===== config.mk =====
export PLATFORM = sky130hd
export DESIGN_NAME = tcs_timer_capture_setup
export DESIGN_NICKNAME = d
export VERILOG_FILES = /design/src/rtl/tcs_pkg.sv /design/src/rtl/tcs_timer_capture_setup.sv /design/src/rtl/tcs_capture_trigger.sv
export SDC_FILE = /design/constraint.sdc
export NUM_CORES = 1
export LEC_CHECK = 0
export ABC_AREA = 1
export ABC_CLOCK_PERIOD_IN_PS = 3100
export CORE_UTILIZATION = 42
export CTS_BUF_LIST = sky130_fd_sc_hd__clkbuf_4 sky130_fd_sc_hd__clkbuf_8
export DETAILED_ROUTE_END_ITERATION = 16
export DONT_BUFFER_PORTS = 1
export PLACE_DENSITY = 0.6
export SKIP_LAST_GASP = 1
export SLEW_MARGIN = 25
export SYNTH_ARGS = -nofsm -noshare
export SYNTH_HDL_FRONTEND = slang
export SYNTH_SLANG_ARGS = --single-unit

===== constraint.sdc =====
create_clock -name ref_clk_i -period 3.1 [get_ports ref_clk_i]
set_input_delay 0 -clock ref_clk_i [delete_from_list [all_inputs] [get_ports ref_clk_i]]
set_output_delay 0 -clock ref_clk_i [all_outputs]
set_load 0.03 [all_outputs]

===== src/rtl/tcs_pkg.sv =====
package tcs_pkg;

	// Register map (byte address on APB)
	localparam logic [11:0] TCS_SETUP_ADDR   = 12'h016 << 2;
	localparam logic [11:0] TCS_SETUP_IDX    = 12'h016;
	localparam logic [7:0]  TCS_SETUP_RESET  = 8'h00;

	// Field positions inside timer_capture_setup
	localparam int TCS_SECOND_EDGE_LSB = 6;
	localparam int TCS_FIRST_EDGE_LSB  = 4;
	localparam int TCS_JOIN_BIT        = 3;
	localparam int TCS_T3_SRC_BIT      = 2;
	localparam int TCS_T2_SRC_BIT      = 1;
	localparam int TCS_T1_SRC_BIT      = 0;

	// Core clock cycles per instruction cycle
	localparam int TCS_INSTR_DIV = 4;

	// Capture edge modes
	localparam logic [1:0] TCS_EDGE_FALL  = 2'h0;
	localparam logic [1:0] TCS_EDGE_RISE  = 2'h1;
	localparam logic [1:0] TCS_EDGE_RISE4 = 2'h2;
	localparam logic [1:0] TCS_EDGE_RISE16 = 2'h3;

	// Configuration fields as driven to the timer logic
	typedef struct packed {
		logic [1:0] second_capture_edge_mode;
		logic [1:0] first_capture_edge_mode;
		logic       timer_pair_join;
		logic       timer_three_source;
		logic       timer_two_source;
		logic       timer_one_source;
	} tcs_setup_s;

	// Per-timer advance pulses
	typedef struct packed {
		logic timer_three;
		logic timer_two;
		logic timer_one;
	} tcs_tick_s;

endpackage : tcs_pkg


===== src/rtl/tcs_timer_capture_setup.sv =====
// The APB slave port is this design's own decision.
`timescale 1ns/10ps
module tcs_timer_capture_setup
	import tcs_pkg::*;
#(
	parameter int ADDR_W = 12
) (
	// Clock and reset
	input  wire logic              ref_clk_i,
	input  wire logic              reset_i,
	// APB slave
	input  wire logic              psel_i,
	input  wire logic              penable_i,
	input  wire logic              pwrite_i,
	input  wire logic [ADDR_W-1:0] paddr_i,
	input  wire logic [31:0]       pwdata_i,
	input  wire logic [3:0]        pstrb_i,
	output logic [31:0]            prdata_o,
	output logic                   pready_o,
	output logic                   pslverr_o,
	// External pins
	input  wire logic              shared_ext_clock_pin_i,
	input  wire logic              timer_three_ext_clock_pin_i,
	input  wire logic              first_capture_pin_i,
	input  wire logic              second_capture_pin_i,
	// Configuration and timer controls
	output tcs_setup_s             setup_o,
	output tcs_tick_s              tick_o,
	output logic                   timer_pair_join_o,
	output logic                   instr_tick_o,
	output logic                   first_capture_o,
	output logic                   second_capture_o
);

	// Access states of the APB slave
	typedef enum logic [2:0] {
		TCS_IDLE   = 3'b001,
		TCS_ACCESS = 3'b010,
		TCS_DONE   = 3'b100
	} tcs_bus_e;

	tcs_bus_e          bus_q, bus_d;
	logic [7:0]        setup_q, setup_d;
	tcs_setup_s        live_q, live_d;
	logic [31:0]       rdata_q, rdata_d;
	logic              ready_q, ready_d;
	logic              err_q, err_d;
	logic [1:0]        div_q, div_d;
	logic              instr_q, instr_d;
	logic [1:0]        shs_q, shs_d;
	logic [1:0]        t3s_q, t3s_d;
	logic              shp_q, shp_d;
	logic              t3p_q, t3p_d;
	logic              shf_q, shf_d;
	logic              t3f_q, t3f_d;
	tcs_tick_s         tick_q, tick_d;
	logic              join_q, join_d;
	logic [1:0]        cps_q, cps_d;
	logic [1:0]        cps2_q, cps2_d;
	logic              cap1_w, cap2_w;
	logic              ext_sh_w, ext_t3_w;

	// APB slave: one wait state, access completes with pready high for one cycle
	always_comb begin
		logic hit;
		hit     = (paddr_i == ADDR_W'(TCS_SETUP_ADDR));
		bus_d   = bus_q;
		setup_d = setup_q;
		rdata_d = rdata_q;
		ready_d = 1'b0;
		err_d   = 1'b0;
		case (bus_q)
			TCS_IDLE: begin
				if (psel_i && !penable_i) begin
					bus_d = TCS_ACCESS;
				end
			end
			TCS_ACCESS: begin
				ready_d = 1'b1;
				bus_d   = TCS_DONE;
				rdata_d = 32'h0000_0000;
				if (!hit) begin
					err_d = 1'b1;
				end else if (!pwrite_i) begin
					rdata_d = {24'h00_0000, setup_q};
				end
			end
			default: begin
				bus_d = TCS_IDLE;
				// write lands at the edge where the master samples pready
				if (psel_i && penable_i && pwrite_i && hit && pstrb_i[0]) begin
					setup_d = pwdata_i[7:0];
				end
			end
		endcase
	end

	always_ff @(posedge ref_clk_i) begin
		if (reset_i) begin
			bus_q   <= TCS_IDLE;
			setup_q <= TCS_SETUP_RESET;
			rdata_q <= 32'h0000_0000;
			ready_q <= 1'b0;
			err_q   <= 1'b0;
		end else begin
			bus_q   <= bus_d;
			setup_q <= setup_d;
			rdata_q <= rdata_d;
			ready_q <= ready_d;
			err_q   <= err_d;
		end
	end

	// core clock over four, an enable pulse rather than a second clock
	always_comb begin
		div_d   = div_q + 2'h1;
		instr_d = (div_q == 2'(TCS_INSTR_DIV - 1));
	end

	always_ff @(posedge ref_clk_i) begin
		if (reset_i) begin
			div_q   <= 2'h0;
			instr_q <= 1'b0;
		end else begin
			div_q   <= div_d;
			instr_q <= instr_d;
		end
	end

	// two-stage synchroniser, edge seen on second stage only
	// Reset to the pull-up level so the first samples after reset show no false fall
	always_comb begin
		shs_d = {shs_q[0], shared_ext_clock_pin_i};
		t3s_d = {t3s_q[0], timer_three_ext_clock_pin_i};
		shp_d = shs_q[1];
		t3p_d = t3s_q[1];
	end

	always_ff @(posedge ref_clk_i) begin
		if (reset_i) begin
			shs_q <= 2'h3;
			t3s_q <= 2'h3;
			shp_q <= 1'b1;
			t3p_q <= 1'b1;
		end else begin
			shs_q <= shs_d;
			t3s_q <= t3s_d;
			shp_q <= shp_d;
			t3p_q <= t3p_d;
		end
	end

	// Falling edges held until the next boundary; an edge in the boundary cycle is used at once
	always_comb begin
		ext_sh_w = shf_q | (shp_q & ~shs_q[1]);
		ext_t3_w = t3f_q | (t3p_q & ~t3s_q[1]);
		shf_d    = instr_q ? 1'b0 : ext_sh_w;
		t3f_d    = instr_q ? 1'b0 : ext_t3_w;
	end

	always_ff @(posedge ref_clk_i) begin
		if (reset_i) begin
			shf_q <= 1'b0;
			t3f_q <= 1'b0;
		end else begin
			shf_q <= shf_d;
			t3f_q <= t3f_d;
		end
	end

	// new setting adopted only at instruction boundary
	// Switching there keeps a timer from seeing a split or doubled advance
	always_comb begin
		live_d = instr_q ? tcs_setup_s'(setup_q) : live_q;
		join_d = live_q.timer_pair_join;
	end

	always_ff @(posedge ref_clk_i) begin
		if (reset_i) begin
			live_q <= tcs_setup_s'(TCS_SETUP_RESET);
			join_q <= 1'b0;
		end else begin
			live_q <= live_d;
			join_q <= join_d;
		end
	end

	// Advance pulses, only in the cycle after an instruction boundary
	always_comb begin
		tick_d = '0;
		if (instr_q) begin
			tick_d.timer_one   = live_q.timer_one_source ? ext_sh_w : 1'b1;
			if (live_q.timer_pair_join) begin
				tick_d.timer_two = tick_d.timer_one;
			end else begin
				tick_d.timer_two = live_q.timer_two_source ? ext_sh_w : 1'b1;
			end
			tick_d.timer_three = live_q.timer_three_source ? ext_t3_w : 1'b1;
		end
	end

	always_ff @(posedge ref_clk_i) begin
		if (reset_i) begin
			tick_q <= '0;
		end else begin
			tick_q <= tick_d;
		end
	end

	// Capture pins through two flops; reset at the idle high level to avoid a false rise
	always_comb begin
		cps_d  = {cps_q[0], first_capture_pin_i};
		cps2_d = {cps2_q[0], second_capture_pin_i};
	end

	always_ff @(posedge ref_clk_i) begin
		if (reset_i) begin
			cps_q  <= 2'h3;
			cps2_q <= 2'h3;
		end else begin
			cps_q  <= cps_d;
			cps2_q <= cps2_d;
		end
	end

	tcs_capture_trigger #(
		.PRE_W (4)
	) u_first_trig (
		.ref_clk_i (ref_clk_i),
		.reset_i   (reset_i),
		.mode_i    (live_q.first_capture_edge_mode),
		.pin_i     (cps_q[1]),
		.trig_o    (cap1_w)
	);

	tcs_capture_trigger #(
		.PRE_W (4)
	) u_second_trig (
		.ref_clk_i (ref_clk_i),
		.reset_i   (reset_i),
		.mode_i    (live_q.second_capture_edge_mode),
		.pin_i     (cps2_q[1]),
		.trig_o    (cap2_w)
	);

	// Outputs come straight from flops (trigger outputs are flops inside the leaf)
	assign prdata_o          = rdata_q;
	assign pready_o          = ready_q;
	assign pslverr_o         = err_q;
	assign setup_o           = live_q;
	assign tick_o            = tick_q;
	assign timer_pair_join_o = join_q;
	assign instr_tick_o      = instr_q;
	assign first_capture_o   = cap1_w;
	assign second_capture_o  = cap2_w;

endmodule : tcs_timer_capture_setup


===== src/rtl/tcs_capture_trigger.sv =====
`timescale 1ns/10ps
// Edge qualifier for one capture channel, prescaled rising edges
module tcs_capture_trigger
	import tcs_pkg::*;
#(
	parameter int PRE_W = 4
) (
	// Clock and reset
	input  wire logic       ref_clk_i,
	input  wire logic       reset_i,
	// Mode and sampled pin
	input  wire logic [1:0] mode_i,
	input  wire logic       pin_i,
	// Trigger pulse
	output logic            trig_o
);

	logic             prev_q, prev_d;
	logic [PRE_W-1:0] cnt_q, cnt_d;
	logic [1:0]       mode_q, mode_d;
	logic             trig_q, trig_d;

	// Edge detect and prescale; a mode change clears the prescaler so no stale count fires
	always_comb begin
		logic rise;
		logic fall;
		rise   = pin_i & ~prev_q;
		fall   = ~pin_i & prev_q;
		prev_d = pin_i;
		mode_d = mode_i;
		cnt_d  = cnt_q;
		trig_d = 1'b0;
		if (mode_i != mode_q) begin
			cnt_d = '0;
		end else begin
			case (mode_q)
				TCS_EDGE_FALL: trig_d = fall;
				TCS_EDGE_RISE: trig_d = rise;
				TCS_EDGE_RISE4: begin
					if (rise) begin
						cnt_d  = (cnt_q[1:0] == 2'h3) ? '0 : cnt_q + 1'b1;
						trig_d = (cnt_q[1:0] == 2'h3);
					end
				end
				default: begin
					if (rise) begin
						cnt_d  = cnt_q + 1'b1;
						trig_d = (cnt_q == '1);
					end
				end
			endcase
		end
	end

	always_ff @(posedge ref_clk_i) begin
		if (reset_i) begin
			prev_q <= 1'b1; // Idle high pin, no edge right after reset
			cnt_q  <= '0;
			mode_q <= TCS_EDGE_FALL;
			trig_q <= 1'b0;
		end else begin
			prev_q <= prev_d;
			cnt_q  <= cnt_d;
			mode_q <= mode_d;
			trig_q <= trig_d;
		end
	end

	assign trig_o = trig_q;

endmodule : tcs_capture_trigger


# Word level (Yosys, flattened, before mapping)
# Index checks and enable logic that the tools add are counted.
# totals
regBits,88
in_bits,57
out_inout_bits,49
elab_cells,113
# classes
add_sub_neg,3
eq_ne,15
muxes,24
n_bitwise,19
reduce_logical,19
# ops
op,count
$mux 4,6
$mux 8,2
$pmux 4 s2,2
$reduce_or 2->1,8
$eq 12x7->1 const B,1
$not 1->1,11
$eq 2x2->1 const B,5
$mux 1,10
$add 4x1->4 const B,2
$eq 4x4->1 const B,2
$and 1x1->1,6
$pmux 1 s3,2
$pmux 3 s2,1
$reduce_and 2->1,3
$logic_and 1x1->1,5
$eq 2x1->1 const B,2
$logic_not 2->1,2
$ne 2x2->1,2
$eq 3x1->1 const B,1
$eq 3x2->1 const B,1
$mux 3,1
$add 2x1->2 const B,1
$ne 2x2->1 const B,1
$or 1x1->1,2
$logic_not 1->1,1

# Depth between registers and ports, before layout
# logic_depth
depth_word,5
depth_mapped,8

# Hierarchy
# Synthesis repeated with hierarchy kept, for this count alone.
# hier_totals
hier_cells,386
hier_area_um2,2856.5
# modules_own_cells
mod,n_inst,cells_per_inst,area_each_um2
tcs_timer_capture_setup,1,250,1983.2
tcs_capture_trigger,2,68,436.7

# Least setup slack after synthesis
# OpenSTA, ideal clock, no wires.
# synth_timing
path_type,reg-to-reg
from,register instr_q (netlist: instr_tick_o)
to,register live_q (netlist bit join_d)
setup_time_ns,0.074
arrival_ns,1.104
setup_slack_ns,1.922
stages_incl_launch_ff,5
path_cell_list,dfxtp_1 -> inv_1 -> nor2_1 -> nand2_1 -> o21ai_0
# synth_rtl
element,line,text
start: declaration,tcs_timer_capture_setup.sv:49,"logic instr_q, instr_d;"
start signal: assignment,tcs_timer_capture_setup.sv:126,instr_q <= instr_d;
end signal: assignment,tcs_timer_capture_setup.sv:180,live_q <= tcs_setup_s'(TCS_SETUP_RESET);
end signal: assignment,tcs_timer_capture_setup.sv:183,live_q <= live_d;
end: declaration,tcs_timer_capture_setup.sv:44,"tcs_setup_s live_q, live_d;"

# Worst setup path in the final report
# layout_timing
from,input paddr_i[8]
to,register rdata_q[6] (netlist: prdata_o[6])
# layout_via
elab_chain_len,2
# layout_lines
element,line,text
start: declaration,tcs_timer_capture_setup.sv:15,"input wire logic [ADDR_W-1:0] paddr_i,"
$eq 12x7->1,tcs_timer_capture_setup.sv:66,hit = (paddr_i == ADDR_W'(TCS_SETUP_ADDR));
$mux 8,tcs_timer_capture_setup.sv:82,if (!hit) begin
end signal: assignment,tcs_timer_capture_setup.sv:108,rdata_q <= rdata_d;
end: declaration,tcs_timer_capture_setup.sv:45,"logic [31:0] rdata_q, rdata_d;"
# Every way passes these cells.
# A chain may end at the register's enable or synchronous reset.

==> results.cfg <==
[clocking]
root_buffer = clkbuf_8
clock_latency_ns = 0.33
ctsHtreeMaxLevel = 3
clk_path_buf_depth = 2
cts_buffers = 9
cts_tree = built
clk_pin_slew_worst_paths_ns = 0.07
cts.sinks = 64
post_cts_resized = 0
hold_buffers = 25
post_cts_buffers = 0

[global_route]
antenna_found_initial = 0
grt_pass1_wl_um = 8510
grt_max_degree = 33
grt_usage_pct = 17.2
gr-total-overflow = 0
grt_pass1_vias = 2021

[synth]
synthCells = 350
ys_types = 31
netlist_area_sq_um = 2730
syn_area_per_cell_sq_um = 7.81
ys.flop_type = dfxtp_1
synth_seq_area_share_pct = 46.9
ys_seq_elements = 64
ys_warn_count = 0
synth_edf_count = 0
async_flop_share_pct = 0

[floorplan]
io-pin-count = 106
core.rowCount = 29
dieArea_sq_um = 6840
core_area_sq_um = 6310
dieWidth_um = 82.7
start_util_pct = 43.3
die_y_um = 82.7

[drt]
route.detailed.drc = 0
first_iter_violations = 62
viasPerCell = 4.53
wire_per_inst_um = 11.1
drt_pass1_iterations = 4
finalWirelength_um = 5120
ant_nets = 0
vias = 2083

[outcome]
outcome = finished clean

[timing]
max_slew.worst_pin.slew_ns = 0.517
finalClockSkew_ns = 0.00595
post-route-period-util_pct = 67.4
slew_headroom_pct = 65.4
min_period_ns = 2.09
slew_violations = 0
setup_viol = 0
fmax_ghz = 0.478
setup_tns_ns = 0
hold_viol = 0
holdWs_ns = 0.0116
rsz0062_at_grt = no
fin_ws_ns = 1.01

[place]
placed_area_sq_um = 2710
dp_hpwl_um = 3530
pre_cts_slack_ns = 1.70
gp_congestion = 0.754
placement.io_buffers = 0

[final_layout]
n_antenna_cell = 0
layout-drive-gt1-share_pct = 12.8
finish.net_count = 441
final_area_sq_um = 3170
utilization_pct = 50.3
area_growth_pct = 16.1
fillers = 627

[worst_hold_path]
min_from = paddr_i[6]
hold_class = input pin to flip-flop
min_delay_path_depth = 4
holdPathEnd = prdata_o[3]

[worst_setup_path]
reg2reg_to = prdata_o[2]
reg2reg_from = bus_q[2]
critical_path.max_fanout = 8
arrival_ns = 2.36
cp-start-kind = input pin
rr_worst_depth = 6
cp-end-kind = flip-flop
r2r_slack_ns = 1.30
worstPathRequired_ns = 3.37
path_class = input pin to flip-flop

[flow_run]
maxCapViolCount = 0

[power]
power_leakage_uw = 0.00138
power_density_nw_per_um2 = 535
ir_drop_uv = 260
[report_power, final]
part / internal [uW] / switching (uW) / total, uW
clock network: 430 / 302 / 732
logic: 38.1 / 82.2 / 120
registers: 836 / 8.56 / 845
[per-stage QoR]
step	total power [uW]	instances
floorplan	973	373
global placement	953	420
detailed placement	954	420
CTS	1720	460
global route	1770	460
finish	1700	460
[registers in the layout, summed over array words and instances (netlist names), 2 cells and up]
signal and cells:
div_q 2, u_second_trig.mode_q 2, setup_o 7, prdata_o 8, shs_q 2, bus_q 3, cps_q 2, setup_q 8
cps2_q 2, u_second_trig.cnt_q 4, u_first_trig.mode_q 2, u_first_trig.cnt_q 4, t3s_q 2, tick_o 3
[synth_stat cells, types with 5 or more instances]
cell	count	area share, %
dfxtp_1	64	47
nand2_1	59	8.1
nor2_1	49	6.7
inv_1	37	5.1
buf_4	25	6.9
a21oi_1	21	3.8
nand3_1	14	2.6
o21ai_0	12	2.2
inv_2	10	1.4
nand4_1	8	1.8
or2_2	8	1.8
ha_1	5	2.3
nand2_2	5	1.1
[cells by family after synthesis]
| group | Yosys count | share of synthesized area, % |
|---|---|---|
| buffers and inverters | 77 | 14.1 |
| adders and majority gates | 5 | 2.29 |
| AOI/OAI and AO/OA | 38 | 7.19 |
| and+or+nand+nor | 163 | 28.8 |
| DFF | 64 | 46.9 |
| xor gates and xnor gates | 2 | 0.641 |
| other | 1 | 0.137 |
[critical path, stage by stage]
cell           delay, ns
dlygate4sd3_1       0.54
nor2_1              0.10
nand2_1             0.07
nor2_2              0.29
dlygate4sd3_1       0.61
nand4_1             0.07
dlygate4sd3_1       0.56
a21oi_1             0.11
[area by class of cell]
cell class / instances / area (sq um) / area share, %
clock inverter: 3 / 40.0 / 1.26
timing repair buffer: 25 / 260 / 8.20
clock buffer: 12 / 165 / 5.20
tap: 77 / 96.3 / 3.04
inverter: 47 / 176 / 5.56
multi-input combinational: 232 / 1150 / 36.4
sequential: 64 / 1280 / 40.4
[per-layer routing]
| layer | up-vias | wire (um) | GRT usage [%] |
|---|---|---|---|
| met3 | 8 | 322 | 6.37 |
| met1 | 918 | 2270 | 17.5 |
| met4 | 0 | 106 | 9.66 |
| li1 | 1105 | - | - |
| met5 | - | 0 | 0 |
| met2 | 52 | 2420 | 30.0 |
[placed cells by master, fill, tap and decap left out, types with 10 or more instances in the layout]
cell / Yosys / routed
nor2_1: 49 / 49
conb_1: 1 / 24
inv_2: 10 / 10
nand3_1: 14 / 14
dlygate4sd3_1: 0 / 24
clkbuf_8: 0 / 12
o21ai_0: 12 / 12
inv_1: 37 / 37
nand2_1: 59 / 59
dfxtp_1: 64 / 64
a21oi_1: 21 / 21
[worst max path at each step]
stage | slack [ns] | end | depth (start not counted) | start
after floorplan | 1.92 | join_d | 4 | instr_tick_o
after global placement | 1.69 | tick_o[0] | 4 | instr_tick_o
after detailed placement | 1.70 | setup_o[7] | 4 | instr_tick_o
after CTS | 1.06 | prdata_o[6] | 8 | paddr_i[8]
after global routing | 0.89 | prdata_o[6] | 8 | paddr_i[8]
final | 1.01 | prdata_o[6] | 8 | paddr_i[8]
(Power assumes the default switching activity.)
